## config.mk

```make
export PLATFORM = sky130hd
export DESIGN_NAME = tfa_top
export DESIGN_NICKNAME = d
export VERILOG_FILES = /design/src/design/tfa_pkg.sv /design/src/design/tfa_trib_ctl.sv /design/src/design/tfa_top.sv
export SDC_FILE = /design/constraint.sdc
export NUM_CORES = 1
export LEC_CHECK = 0
export BUFFER_PORTS_ARGS = -buffer_cell sky130_fd_sc_hd__buf_2
export CAP_MARGIN = 20
export CORE_ASPECT_RATIO = 0.75
export CORE_MARGIN = 2
export CORE_UTILIZATION = 59
export CTS_CLUSTER_DIAMETER = 120
export DETAILED_ROUTE_END_ITERATION = 7
export PLACE_DENSITY = 0.85
export SYNTH_ARGS = -nofsm -noshare
export SYNTH_HDL_FRONTEND = slang
export SYNTH_HIERARCHICAL = 1
export SYNTH_SLANG_ARGS = --single-unit
```

## constraint.sdc

```tcl
create_clock -name clk -period 2.84 [get_ports clk]
set_input_delay 0.284 -clock clk [delete_from_list [all_inputs] [get_ports clk]]
set_output_delay 0.284 -clock clk [all_outputs]
set_load 0.02 [all_outputs]
```

## src/design/tfa_pkg.sv

```systemverilog
// package for the tributary formatter and alarm control block
// assumes a 16-bit host control port addressed in bytes, one clock domain
package tfa_pkg;

  // =====================================================================
  // sizes
  localparam int TRIB_COUNT  = 7;   // second-order tributaries
  localparam int E2_COUNT    = 4;   // tributaries in E3 operation
  localparam int T1E1_COUNT  = 28;  // low-order streams under forcing
  localparam int FORCE1_W    = 16;  // streams held in the first force register
  localparam int FORCE2_W    = 12;  // streams held in the second force register
  localparam int LOF_FRAMES  = 4;   // frames corrupted per injection

  // =====================================================================
  // register offsets (byte addresses of 16-bit registers)
  localparam logic [7:0] MASTER_ID_CONTROL_OFS           = 8'h02;
  localparam logic [7:0] TRIBUTARY_TX_ALARM_CONTROL_OFS  = 8'h30;
  localparam logic [7:0] TRIBUTARY_TX_INJECT_CONTROL_OFS = 8'h32;
  localparam logic [7:0] TRIBUTARY_STATUS_TWO_OFS        = 8'h36;
  localparam logic [7:0] RX_TRIBUTARY_ALLONES_FORCE_1_OFS = 8'h40;
  localparam logic [7:0] RX_TRIBUTARY_ALLONES_FORCE_2_OFS = 8'h42;
  localparam logic [7:0] TX_TRIBUTARY_ALLONES_FORCE_1_OFS = 8'h44;
  localparam logic [7:0] TX_TRIBUTARY_ALLONES_FORCE_2_OFS = 8'h46;

  // =====================================================================
  // field positions
  localparam int RAI_POS      = 0;   // tx_remote_alarm_n, bits 0..6
  localparam int AIS_POS      = 8;   // tx_alarm_all_ones_n, bits 8..14
  localparam int LOF_POS      = 0;   // frame_loss_inject_n, bits 0..6
  localparam int NAT_POS      = 8;   // national_spare_bit_n, bits 8..11
  localparam int SR_RAI_POS   = 0;   // received remote alarm latches
  localparam int SR_IE_POS    = 7;   // remote alarm interrupt enable
  localparam int SR_NAT_POS   = 8;   // received national bits
  localparam int SR_SOF_POS   = 12;  // received start of frame latches
  localparam int RESYNC_POS   = 0;   // tributary_resync_request

  // =====================================================================
  // reset values
  localparam logic [15:0] ALARM_CTL_RST  = 16'h0000;
  localparam logic [15:0] INJECT_CTL_RST = 16'h0000;
  localparam logic [15:0] FORCE1_RST     = 16'hffff;
  localparam logic [11:0] FORCE2_RST     = 12'hfff;

  // =====================================================================
  // types
  typedef enum logic [2:0] {
    MODE_T3   = 3'b001,
    MODE_E3   = 3'b010,
    MODE_G747 = 3'b100
  } tfa_mode_type;

  // per-tributary formatter steering, applied from a frame boundary
  typedef struct packed {
    logic all_ones;    // replace frame with unframed all ones
    logic alarm_bit;   // value to send in the remote alarm position
    logic fas_invert;  // invert framing bits in this frame
    logic nat_bit;     // national bit value to send
  } tfa_tx_ctl_type;

endpackage

```

## src/design/tfa_trib_ctl.sv

```systemverilog
// per-tributary formatter steering: frame-aligned alarms and loss injection
// assumes frame_start pulses one cycle at each outgoing frame boundary
`timescale 1ns/1ps

module tfa_trib_ctl (
  input  wire logic                    clk,
  input  wire logic                    rst,
  input  wire tfa_pkg::tfa_mode_type   mode,
  input  wire logic                    frame_start,
  input  wire logic                    rai_set,
  input  wire logic                    ais_set,
  input  wire logic                    inject_set,
  input  wire logic                    nat_set,
  output tfa_pkg::tfa_tx_ctl_type      ctl
);

  // =====================================================================
  // state
  tfa_pkg::tfa_tx_ctl_type ctl_r, ctl_nxt;
  logic       inj_prev_r, inj_prev_nxt;
  logic       pend_r, pend_nxt;
  logic [2:0] left_r, left_nxt;

  // next values: edge capture anywhere, apply only at frame start
  always_comb begin
    inj_prev_nxt = inject_set;
    pend_nxt     = pend_r | (inject_set & ~inj_prev_r);
    left_nxt     = left_r;
    ctl_nxt      = ctl_r;
    if (frame_start) begin
      if (left_r != 3'h0) begin
        left_nxt = left_r - 3'h1;
      end else if (pend_r) begin
        left_nxt = 3'(tfa_pkg::LOF_FRAMES - 1);
        pend_nxt = inject_set & ~inj_prev_r;
      end
      ctl_nxt.fas_invert = (left_r != 3'h0) || pend_r;
      ctl_nxt.all_ones   = ais_set;
      if (mode == tfa_pkg::MODE_T3) begin
        ctl_nxt.alarm_bit = ~rai_set;
      end else begin
        ctl_nxt.alarm_bit = rai_set;
      end
      if (mode == tfa_pkg::MODE_E3) begin
        ctl_nxt.nat_bit = nat_set;
      end else begin
        ctl_nxt.nat_bit = 1'b1;
      end
    end
  end

  // registers
  always_ff @(posedge clk) begin
    if (rst) begin
      ctl_r      <= '0;
      inj_prev_r <= 1'b0;
      pend_r     <= 1'b0;
      left_r     <= 3'h0;
    end else begin
      ctl_r      <= ctl_nxt;
      inj_prev_r <= inj_prev_nxt;
      pend_r     <= pend_nxt;
      left_r     <= left_nxt;
    end
  end

  assign ctl = ctl_r;

endmodule

```

## src/design/tfa_top.sv

```systemverilog
// tributary formatter and alarm control: host registers and per-tributary steering
// assumes a synchronous 16-bit host port, inputs synchronous to clk
//
// Notes on behaviour
// - all-ones forcing per T1/E1 stream, both directions
// - reset forces all-ones on every stream
// - T3: alarm setting one sends X zero
// - E3: bit 11 follows alarm setting
// - G.747: set 2 bit 1 follows alarm
// - all-ones setting replaces frame with ones
// - rising inject setting causes framing error burst
// - one burst per rising edge only
// - T3: four consecutive frames of F errors
// - E3: inverted alignment word four frames
// - G.747: inverted nine-bit word four frames
// - E3: national bit follows its setting
// - national settings ignored in T3, G.747
// - received national bits readable in status
// - receive framers align and monitor streams
// - resync request forces receive framers realign
// - received national bit updated each frame start
`timescale 1ns/1ps

module tfa_top (
  input  wire logic                                   clk,
  input  wire logic                                   rst,
  input  wire logic [7:0]                             host_addr,
  input  wire logic [15:0]                            host_wdata,
  input  wire logic                                   host_wr,
  input  wire logic                                   host_rd,
  output logic [15:0]                                 host_rdata,
  output logic                                        host_rvalid,
  input  wire tfa_pkg::tfa_mode_type                  mux_mode,
  input  wire logic [tfa_pkg::TRIB_COUNT-1:0]         tx_frame_start,
  input  wire logic [tfa_pkg::E2_COUNT-1:0]           rx_e2_sof,
  input  wire logic [tfa_pkg::E2_COUNT-1:0]           rx_e2_nat,
  input  wire logic [tfa_pkg::TRIB_COUNT-1:0]         rx_rai_alarm,
  output tfa_pkg::tfa_tx_ctl_type [tfa_pkg::TRIB_COUNT-1:0] tx_ctl,
  output logic                                        rx_resync,
  output logic [tfa_pkg::T1E1_COUNT-1:0]              rx_trib_allones_force,
  output logic [tfa_pkg::T1E1_COUNT-1:0]              tx_trib_allones_force
);

  // =====================================================================
  // control registers
  logic [15:0] alarm_ctl_r;
  logic [15:0] alarm_ctl_nxt;
  logic [15:0] inject_ctl_r;
  logic [15:0] inject_ctl_nxt;
  logic [15:0] rx_force1_r;
  logic [15:0] rx_force1_nxt;
  logic [11:0] rx_force2_r;
  logic [11:0] rx_force2_nxt;
  logic [15:0] tx_force1_r;
  logic [15:0] tx_force1_nxt;
  logic [11:0] tx_force2_r;
  logic [11:0] tx_force2_nxt;
  logic        resync_r;
  logic        resync_nxt;

  // writable bit masks: reserved bits never store
  localparam logic [15:0] ALARM_MASK  = 16'h7f7f;
  localparam logic [15:0] INJECT_MASK = 16'h0f7f;

  // strobe qualified by one register offset, for writes and reads
  function automatic logic wr_hit(input logic [7:0] addr, input logic wr, input logic [7:0] ofs);
    wr_hit = wr && (addr == ofs);
  endfunction

  // widen a twelve-stream force register to the read word
  function automatic logic [15:0] pad_force2(input logic [11:0] streams);
    pad_force2 = {4'h0, streams};
  endfunction

  // =====================================================================
  // register selects: one per mapped offset for writes, one per offset except the master register for reads
  logic wr_alarm;
  logic wr_inject;
  logic wr_rx_force1;
  logic wr_rx_force2;
  logic wr_tx_force1;
  logic wr_tx_force2;
  logic wr_master;
  logic wr_status_two;
  logic rd_alarm;
  logic rd_inject;
  logic rd_status_two;
  logic rd_rx_force1;
  logic rd_rx_force2;
  logic rd_tx_force1;
  logic rd_tx_force2;

  // write selects
  assign wr_alarm      = wr_hit(host_addr, host_wr, tfa_pkg::TRIBUTARY_TX_ALARM_CONTROL_OFS);
  assign wr_inject     = wr_hit(host_addr, host_wr, tfa_pkg::TRIBUTARY_TX_INJECT_CONTROL_OFS);
  assign wr_rx_force1  = wr_hit(host_addr, host_wr, tfa_pkg::RX_TRIBUTARY_ALLONES_FORCE_1_OFS);
  assign wr_rx_force2  = wr_hit(host_addr, host_wr, tfa_pkg::RX_TRIBUTARY_ALLONES_FORCE_2_OFS);
  assign wr_tx_force1  = wr_hit(host_addr, host_wr, tfa_pkg::TX_TRIBUTARY_ALLONES_FORCE_1_OFS);
  assign wr_tx_force2  = wr_hit(host_addr, host_wr, tfa_pkg::TX_TRIBUTARY_ALLONES_FORCE_2_OFS);
  assign wr_master     = wr_hit(host_addr, host_wr, tfa_pkg::MASTER_ID_CONTROL_OFS);
  assign wr_status_two = wr_hit(host_addr, host_wr, tfa_pkg::TRIBUTARY_STATUS_TWO_OFS);

  // read selects share the same decode
  assign rd_alarm      = wr_hit(host_addr, host_rd, tfa_pkg::TRIBUTARY_TX_ALARM_CONTROL_OFS);
  assign rd_inject     = wr_hit(host_addr, host_rd, tfa_pkg::TRIBUTARY_TX_INJECT_CONTROL_OFS);
  assign rd_status_two = wr_hit(host_addr, host_rd, tfa_pkg::TRIBUTARY_STATUS_TWO_OFS);
  assign rd_rx_force1  = wr_hit(host_addr, host_rd, tfa_pkg::RX_TRIBUTARY_ALLONES_FORCE_1_OFS);
  assign rd_rx_force2  = wr_hit(host_addr, host_rd, tfa_pkg::RX_TRIBUTARY_ALLONES_FORCE_2_OFS);
  assign rd_tx_force1  = wr_hit(host_addr, host_rd, tfa_pkg::TX_TRIBUTARY_ALLONES_FORCE_1_OFS);
  assign rd_tx_force2  = wr_hit(host_addr, host_rd, tfa_pkg::TX_TRIBUTARY_ALLONES_FORCE_2_OFS);

  // control register next values
  always_comb begin
    alarm_ctl_nxt  = alarm_ctl_r;
    inject_ctl_nxt = inject_ctl_r;
    rx_force1_nxt  = rx_force1_r;
    rx_force2_nxt  = rx_force2_r;
    tx_force1_nxt  = tx_force1_r;
    tx_force2_nxt  = tx_force2_r;
    resync_nxt     = 1'b0;  // one-cycle request pulse
    if (wr_alarm) begin
      alarm_ctl_nxt = host_wdata & ALARM_MASK;
    end else if (wr_inject) begin
      inject_ctl_nxt = host_wdata & INJECT_MASK;
    end else if (wr_rx_force1) begin
      rx_force1_nxt = host_wdata;
    end else if (wr_rx_force2) begin
      rx_force2_nxt = host_wdata[11:0];
    end else if (wr_tx_force1) begin
      tx_force1_nxt = host_wdata;
    end else if (wr_tx_force2) begin
      tx_force2_nxt = host_wdata[11:0];
    end else if (wr_master) begin
      resync_nxt = host_wdata[tfa_pkg::RESYNC_POS];
    end
  end

  // control registers
  always_ff @(posedge clk) begin
    if (rst) begin
      alarm_ctl_r  <= tfa_pkg::ALARM_CTL_RST;
      inject_ctl_r <= tfa_pkg::INJECT_CTL_RST;
      rx_force1_r  <= tfa_pkg::FORCE1_RST;
      rx_force2_r  <= tfa_pkg::FORCE2_RST;
      tx_force1_r  <= tfa_pkg::FORCE1_RST;
      tx_force2_r  <= tfa_pkg::FORCE2_RST;
      resync_r     <= 1'b0;
    end else begin
      alarm_ctl_r  <= alarm_ctl_nxt;
      inject_ctl_r <= inject_ctl_nxt;
      rx_force1_r  <= rx_force1_nxt;
      rx_force2_r  <= rx_force2_nxt;
      tx_force1_r  <= tx_force1_nxt;
      tx_force2_r  <= tx_force2_nxt;
      resync_r     <= resync_nxt;
    end
  end

  assign rx_trib_allones_force = {rx_force2_r, rx_force1_r};
  assign tx_trib_allones_force = {tx_force2_r, tx_force1_r};
  assign rx_resync             = resync_r;

  // =====================================================================
  // receive status: remote alarm latches, national bits, frame starts
  logic [tfa_pkg::TRIB_COUNT-1:0] rai_lat_r;
  logic [tfa_pkg::TRIB_COUNT-1:0] rai_lat_nxt;
  logic                           ie_rai_r;
  logic                           ie_rai_nxt;
  logic [tfa_pkg::E2_COUNT-1:0]   nat_rx_r;
  logic [tfa_pkg::E2_COUNT-1:0]   nat_rx_nxt;
  logic [tfa_pkg::E2_COUNT-1:0]   sof_lat_r;
  logic [tfa_pkg::E2_COUNT-1:0]   sof_lat_nxt;
  logic                           sr2_read;

  assign sr2_read = rd_status_two;

  // latches clear on read; a new event in the same cycle wins
  always_comb begin
    rai_lat_nxt = (sr2_read ? '0 : rai_lat_r) | rx_rai_alarm;
    sof_lat_nxt = (sr2_read ? '0 : sof_lat_r) | rx_e2_sof;
    ie_rai_nxt  = ie_rai_r;
    if (wr_status_two) begin
      ie_rai_nxt = host_wdata[tfa_pkg::SR_IE_POS];
    end
    nat_rx_nxt = nat_rx_r;
    for (int i = 0; i < tfa_pkg::E2_COUNT; i++) begin
      if (rx_e2_sof[i]) begin
        nat_rx_nxt[i] = rx_e2_nat[i];
      end
    end
  end

  // status registers
  always_ff @(posedge clk) begin
    if (rst) begin
      rai_lat_r <= '0;
      ie_rai_r  <= 1'b0;
      nat_rx_r  <= '0;
      sof_lat_r <= '0;
    end else begin
      rai_lat_r <= rai_lat_nxt;
      ie_rai_r  <= ie_rai_nxt;
      nat_rx_r  <= nat_rx_nxt;
      sof_lat_r <= sof_lat_nxt;
    end
  end

  // =====================================================================
  // host read path, data one cycle after the strobe
  logic [15:0] rdata_r;
  logic [15:0] rdata_nxt;
  logic        rvalid_r;
  logic        rvalid_nxt;
  logic [15:0] status_two_word;

  // status word: frame starts, national bits, enable, alarms
  assign status_two_word = {sof_lat_r, nat_rx_r, ie_rai_r, rai_lat_r};

  // read mux; unmapped offsets read zero
  always_comb begin
    rvalid_nxt = host_rd;
    rdata_nxt  = 16'h0000;
    if (!host_rd) begin
      rdata_nxt = 16'h0000;
    end else if (rd_alarm) begin
      rdata_nxt = alarm_ctl_r;
    end else if (rd_inject) begin
      rdata_nxt = inject_ctl_r;
    end else if (rd_status_two) begin
      rdata_nxt = status_two_word;
    end else if (rd_rx_force1) begin
      rdata_nxt = rx_force1_r;
    end else if (rd_rx_force2) begin
      rdata_nxt = pad_force2(rx_force2_r);
    end else if (rd_tx_force1) begin
      rdata_nxt = tx_force1_r;
    end else if (rd_tx_force2) begin
      rdata_nxt = pad_force2(tx_force2_r);
    end
  end

  // read registers
  always_ff @(posedge clk) begin
    if (rst) begin
      rdata_r  <= 16'h0000;
      rvalid_r <= 1'b0;
    end else begin
      rdata_r  <= rdata_nxt;
      rvalid_r <= rvalid_nxt;
    end
  end

  assign host_rdata  = rdata_r;
  assign host_rvalid = rvalid_r;

  // =====================================================================
  // per-tributary views of the transmit settings
  logic [tfa_pkg::TRIB_COUNT-1:0] rai_setting;
  logic [tfa_pkg::TRIB_COUNT-1:0] ais_setting;
  logic [tfa_pkg::TRIB_COUNT-1:0] lof_setting;
  logic [tfa_pkg::E2_COUNT-1:0]   nat_field;

  // alarm register fields
  assign rai_setting = alarm_ctl_r[tfa_pkg::RAI_POS +: tfa_pkg::TRIB_COUNT];
  assign ais_setting = alarm_ctl_r[tfa_pkg::AIS_POS +: tfa_pkg::TRIB_COUNT];

  // inject register fields; national bits exist for four tributaries only
  assign lof_setting = inject_ctl_r[tfa_pkg::LOF_POS +: tfa_pkg::TRIB_COUNT];
  assign nat_field   = inject_ctl_r[tfa_pkg::NAT_POS +: tfa_pkg::E2_COUNT];

  // =====================================================================
  // per-tributary formatter steering
  for (genvar t = 0; t < tfa_pkg::TRIB_COUNT; t++) begin : g_trib
    logic nat_setting;

    // only the first four tributaries carry a national bit
    if (t < tfa_pkg::E2_COUNT) begin : g_nat
      assign nat_setting = nat_field[t];
    end else begin : g_nonat
      assign nat_setting = 1'b1;
    end

    tfa_trib_ctl u_ctl (
      .clk         (clk),
      .rst         (rst),
      .mode        (mux_mode),
      .frame_start (tx_frame_start[t]),
      .rai_set     (rai_setting[t]),
      .ais_set     (ais_setting[t]),
      .inject_set  (lof_setting[t]),
      .nat_set     (nat_setting),
      .ctl         (tx_ctl[t])
    );
  end

endmodule

```

# Word level (Yosys, flattened, before mapping)
# Index checks and enable logic that the tools add are counted.
# Widths: inputs -> output; s select.
# word_totals
register_bits	178
wordCells	226
in_bits	53
out_inout_bits	102
# classes
n_addsub	7
eq_ne	10
muxes	55
reduce_logical	51
bitwise_logic	37
# op_table
cell	n
$mux 16	4
$mux 3	14
$eq 8x7->1 const B	4
$mux 1	32
$mux 15	2
$eq 8x6->1 const B	3
$not 1->1	21
$reduce_bool 3->1	7
$sub 3x1->3 const B	7
$reduce_and 2->1	8
$logic_and 1x1->1	15
$reduce_bool 2->1	7
$mux 12	1
$eq 8x2->1 const B	1
$reduce_or 8->1	1
$and 1x1->1	7
$logic_or 1x1->1	7
$mux 7	1
$or 1x1->1	7
$or 7x7->7	1
$reduce_and 6->1	1
$reduce_and 5->1	1
$mux 4	1
$or 4x4->4	1
6 further kinds	6

# Logic depth before layout (Yosys ltp)
# depth
depth_word	9
ltp_mapped	7
ltp_nobuf	6

# By module
# The synthesis kept the hierarchy.
# modules_own_cells
module	seq_area_each_um2	cells_each	instances	area_each_um2
tfa_top	2302.2	550	1	4999.8
tfa_trib_ctl	180.2	44	7	409.1

# Worst setup path after synthesis
# No wires, ideal clock.
# synth_path
path_kind	input -> register
start	input host_addr[1]
end	register rdata_r[10], in the netlist host_rdata[10]
n_path_buf	2
setup_slack_ns	1.215
required_ns	2.725
t_arrival_ns	1.510
cell_stages	6
path_cell_list	buf_2 -> or4_4 -> buf_2 -> o22ai_1 -> nand2_1 -> and3_1
# synth_via
elab_chain_cells	9
elab_cells_between_ends	21
cone_classes	eq/ne: 7; mux: 7; reduce/logical: 7
# synth_rtl
item	line_no	text
from (decl)	tfa_top.sv:27	input wire logic [7:0] host_addr,
$eq 8x7->1	tfa_top.sv:67	wr_hit = wr && (addr == ofs);
$logic_and 1x1->1	tfa_top.sv:67	
$mux 12	tfa_top.sv:237	end else if (rd_tx_force2) begin
$mux 16	tfa_top.sv:235	end else if (rd_tx_force1) begin
$mux 16	tfa_top.sv:233	end else if (rd_rx_force2) begin
$mux 16	tfa_top.sv:231	end else if (rd_rx_force1) begin
$mux 16	tfa_top.sv:229	end else if (rd_status_two) begin
$mux 15	tfa_top.sv:227	end else if (rd_inject) begin
$mux 15 *	tfa_top.sv:225	end else if (rd_alarm) begin
to (signal assigned)	tfa_top.sv:248	rdata_r <= rdata_nxt;
to (decl)	tfa_top.sv:210	logic [15:0] rdata_r;
# Every way passes the cells marked *; elsewhere a longest branch is shown, timed or not.
# A chain may end at the register's enable or synchronous reset.

# Worst setup path in the final report
# layout_path
start	input host_addr[2]
end	register alarm_ctl_r[3]
# layout_via
elab_chain_cells	2
# layout_rtl
item	line_no	text
$eq 8x6->1	tfa_top.sv:67	
$logic_and 1x1->1	tfa_top.sv:67	
to (signal assigned)	tfa_top.sv:141	alarm_ctl_r <= tfa_pkg::ALARM_CTL_RST;
to (signal assigned)	tfa_top.sv:149	alarm_ctl_r <= alarm_ctl_nxt;
to (decl)	tfa_top.sv:46	logic [15:0] alarm_ctl_r;
# Every way passes these cells.

==> results.yml <==
worst_setup_path:
  critPathMaxFanout: 28
  crit_chain: "buf_2 > nor4_2 > nand3_2 > mux2i_1 > nor2_1"
  crit_buf_inv: 1
  path_class: "in2reg"
  crit_path_end_kind: "flip-flop"
  critPathTopFamily: "simple AND/OR/NAND/NOR gates"
  required_ns: 3.14
  slowest_stage: "nand3_2"
  critPathArrivalTime_ns: 2.17
  start_kind: "primary input"
  slowest_delay_ns: 0.57
detailed_routing:
  remaining_drc_errors: 0
  vias: 6845
  postRouteAntennaNets: 0
  first_iter_violations: 599
  drt-vias-per-instance: 5.855
  drt-total-wl_um: 21000
  drt-wirelength-per-cell_um: 17.96
  dr.pass1.iters: 5
sta:
  final.setup.worst_slack_ns: 0.9776
  period_share: 0.6558
  final_max_slew_viol_count: 0
  hold_ws_ns: 0.06600
  max_clock_freq_ghz: 0.5369
  hold_violations: 0
  worstMarginPinSlew_ns: 0.7629
  skew_ns: 0.01145
  slew_headroom: 0.4914
  setup-violations-final: 0
  fin_tns_setup_ns: 0
  rsz0062_at_grt: "no"
  layout_min_cycle_time_ns: 1.862
finish:
  nets: 1059
  regArea_sq_mm: 0.003563
  syn_to_final_growth_pct: 17.22
  final_cells: 1169
  finalInstanceArea_sq_mm: 0.009218
  nFillCells: 980
  drive_above_1_share: 0.2415
  multi_input_comb_area_sq_mm: 0.003845
  n_antenna_cell: 0
synth:
  synth_cells: 858
  synth_seq_cells: 178
  ys_warn_count: 6
  synthArstFlopShare: 0
  synth_cell_types: 57
  synthFlopType: "dfxtp_1"
  netlist_area_sq_mm: 0.007864
  synth_area_leaders: "dfxtp_1 (45%), nor2_1 (6.0%), mux2i_1 (5.6%), a21oi_1 (4.4%), ha_1 (3.3%)"
  synth_edf_count: 0
  syn_avg_cell_area_sq_um: 9.165
  netlist_top_cells_count: "dfxtp_1 (178), nor2_1 (125), a21oi_1 (69)"
  yosysTopAreaCellShare: 0.4531
  yosysTopAreaCell: "dfxtp_1"
  synthMostInstantiatedCell: "dfxtp_1"
  yosysSeqAreaShare: 0.4531
clock_tree:
  holdBufCountCts: 0
  cts-root-buf: "clkbuf_16"
  cts_inserted_buffers: 17
  insertion_delay_ns: 0.44
  clk_pin_slew_ns: 0.07
  clock_sinks: 178
  cts_resized: 0
  h-tree-depth: 4
  clock_path_buffers: 2
  cts_tree: "yes"
  post_cts_buffers: 0
placed_design:
  dp_hpwl_um: 14290
  dp_cells: 1137
  place_ws_ns: 0.5738
  dpl_cell_area_sq_mm: 0.008671
  numPortBuffers: 154
  gp_congestion: 0.9139
floorplan:
  coreArea_sq_mm: 0.01302
  die_y_um: 104.0
  io_pins: 155
  die_width_um: 137.3
  start_util: 0.6041
  rows: 36
  die-area_sq_mm: 0.01428
power:
  ir_drop_mv: 0.4689
  p_leak_nw: 4.066
  power_density_mw_per_mm2: 575.5
hold_path:
  min_path_type: "in2reg"
global_routing:
  grt_max_degree: 104
  track_usage: 0.3008
  grt_first_pass_wirelength_um: 33290
  grt_overflow: 0
  antenna_found_initial: 0
  grt_pass1_vias: 6337
outcome:
  status: "completed"
job:
  cap_violations: 0
-- layer usage --
layer / global-route usage / part of all wire / vias up
li1: - / - / 3231
met1: 0.4336 / 0.44 / 3234
met2: 0.4385 / 0.44 / 351
met3: 0.08236 / 0.10 / 29
met4: 0.09205 / 0.018 / 0
met5: 0 / 0 / -
-- worst min-delay path, cell delays in order --
cell and delay, ns:
buf_2 0.08, a21oi_1 0.03, nor2_1 0.06
-- layout by cell type, fill, tap and decap left out, drive strengths merged, types with 14 or more instances in the layout --
cell type,count
a211oi,14
a21oi,70
buf,166
clkbuf,19
dfxtp,178
ha,21
inv,49
mux2i,44
nand2,60
nand3b,16
nor2,125
nor2b,15
nor3,36
-- worst paths after layout --
path	depth (start not counted)	end	slack, ns	start
max	5	alarm_ctl_r[3]	0.98	host_addr[2]
min	3	rai_lat_r[1]	0.07	rx_rai_alarm[1]
max reg2reg	6	g_trib[0].u_ctl/left_r[1]	1.27	g_trib[0].u_ctl/left_r[0]
min reg2reg	2	g_trib[5].u_ctl/pend_r	0.48	g_trib[5].u_ctl/pend_r
-- flip-flops by register name, summed over array words and instances (netlist names), 7 cells and up --
register / count
alarm_ctl_r: 14
g_trib.u_ctl/ctl: 28
rx_force2_r: 12
inject_ctl_r: 11
tx_force2_r: 12
rx_force1_r: 16
rai_lat_r: 7
g_trib.u_ctl/pend_r: 7
host_rdata: 16
g_trib.u_ctl/inj_prev_r: 7
tx_force1_r: 16
g_trib.u_ctl/left_r: 21
-- final cells by class --
cell class / instances / share of cell area
inverter: 46 / 0.01873
sequential: 178 / 0.3866
clock buffer: 19 / 0.04805
clock inverter: 13 / 0.01127
multi-input combinational: 576 / 0.4171
timing repair buffer: 166 / 0.09502
tap: 171 / 0.02321
-- kinds of logic after synthesis --
family | share of synthesized area
fa+ha+maj | 0.03341
flops | 0.4531
simple gates | 0.2089
xor+xnor | 0.007796
compound gates | 0.1391
buf+inv | 0.05967
other cells | 0.0004769
mux | 0.09753
-- report_power, final --
group	switching (mW)	total (mW)	internal, mW
Clock	1.03	2.19	1.15
Combinational	0.337	0.525	0.188
Sequential	0.0361	2.59	2.56
-- stage by stage --
step | utilization | power [mW]
floorplan | - | 2.991
global placement | 0.6661 | 3.144
detailed placement | 0.6661 | 3.158
CTS | 0.7081 | 5.312
global route | 0.7081 | 5.506
finish | 0.7081 | 5.305
Note: power is estimated with default switching activity, not from simulation.
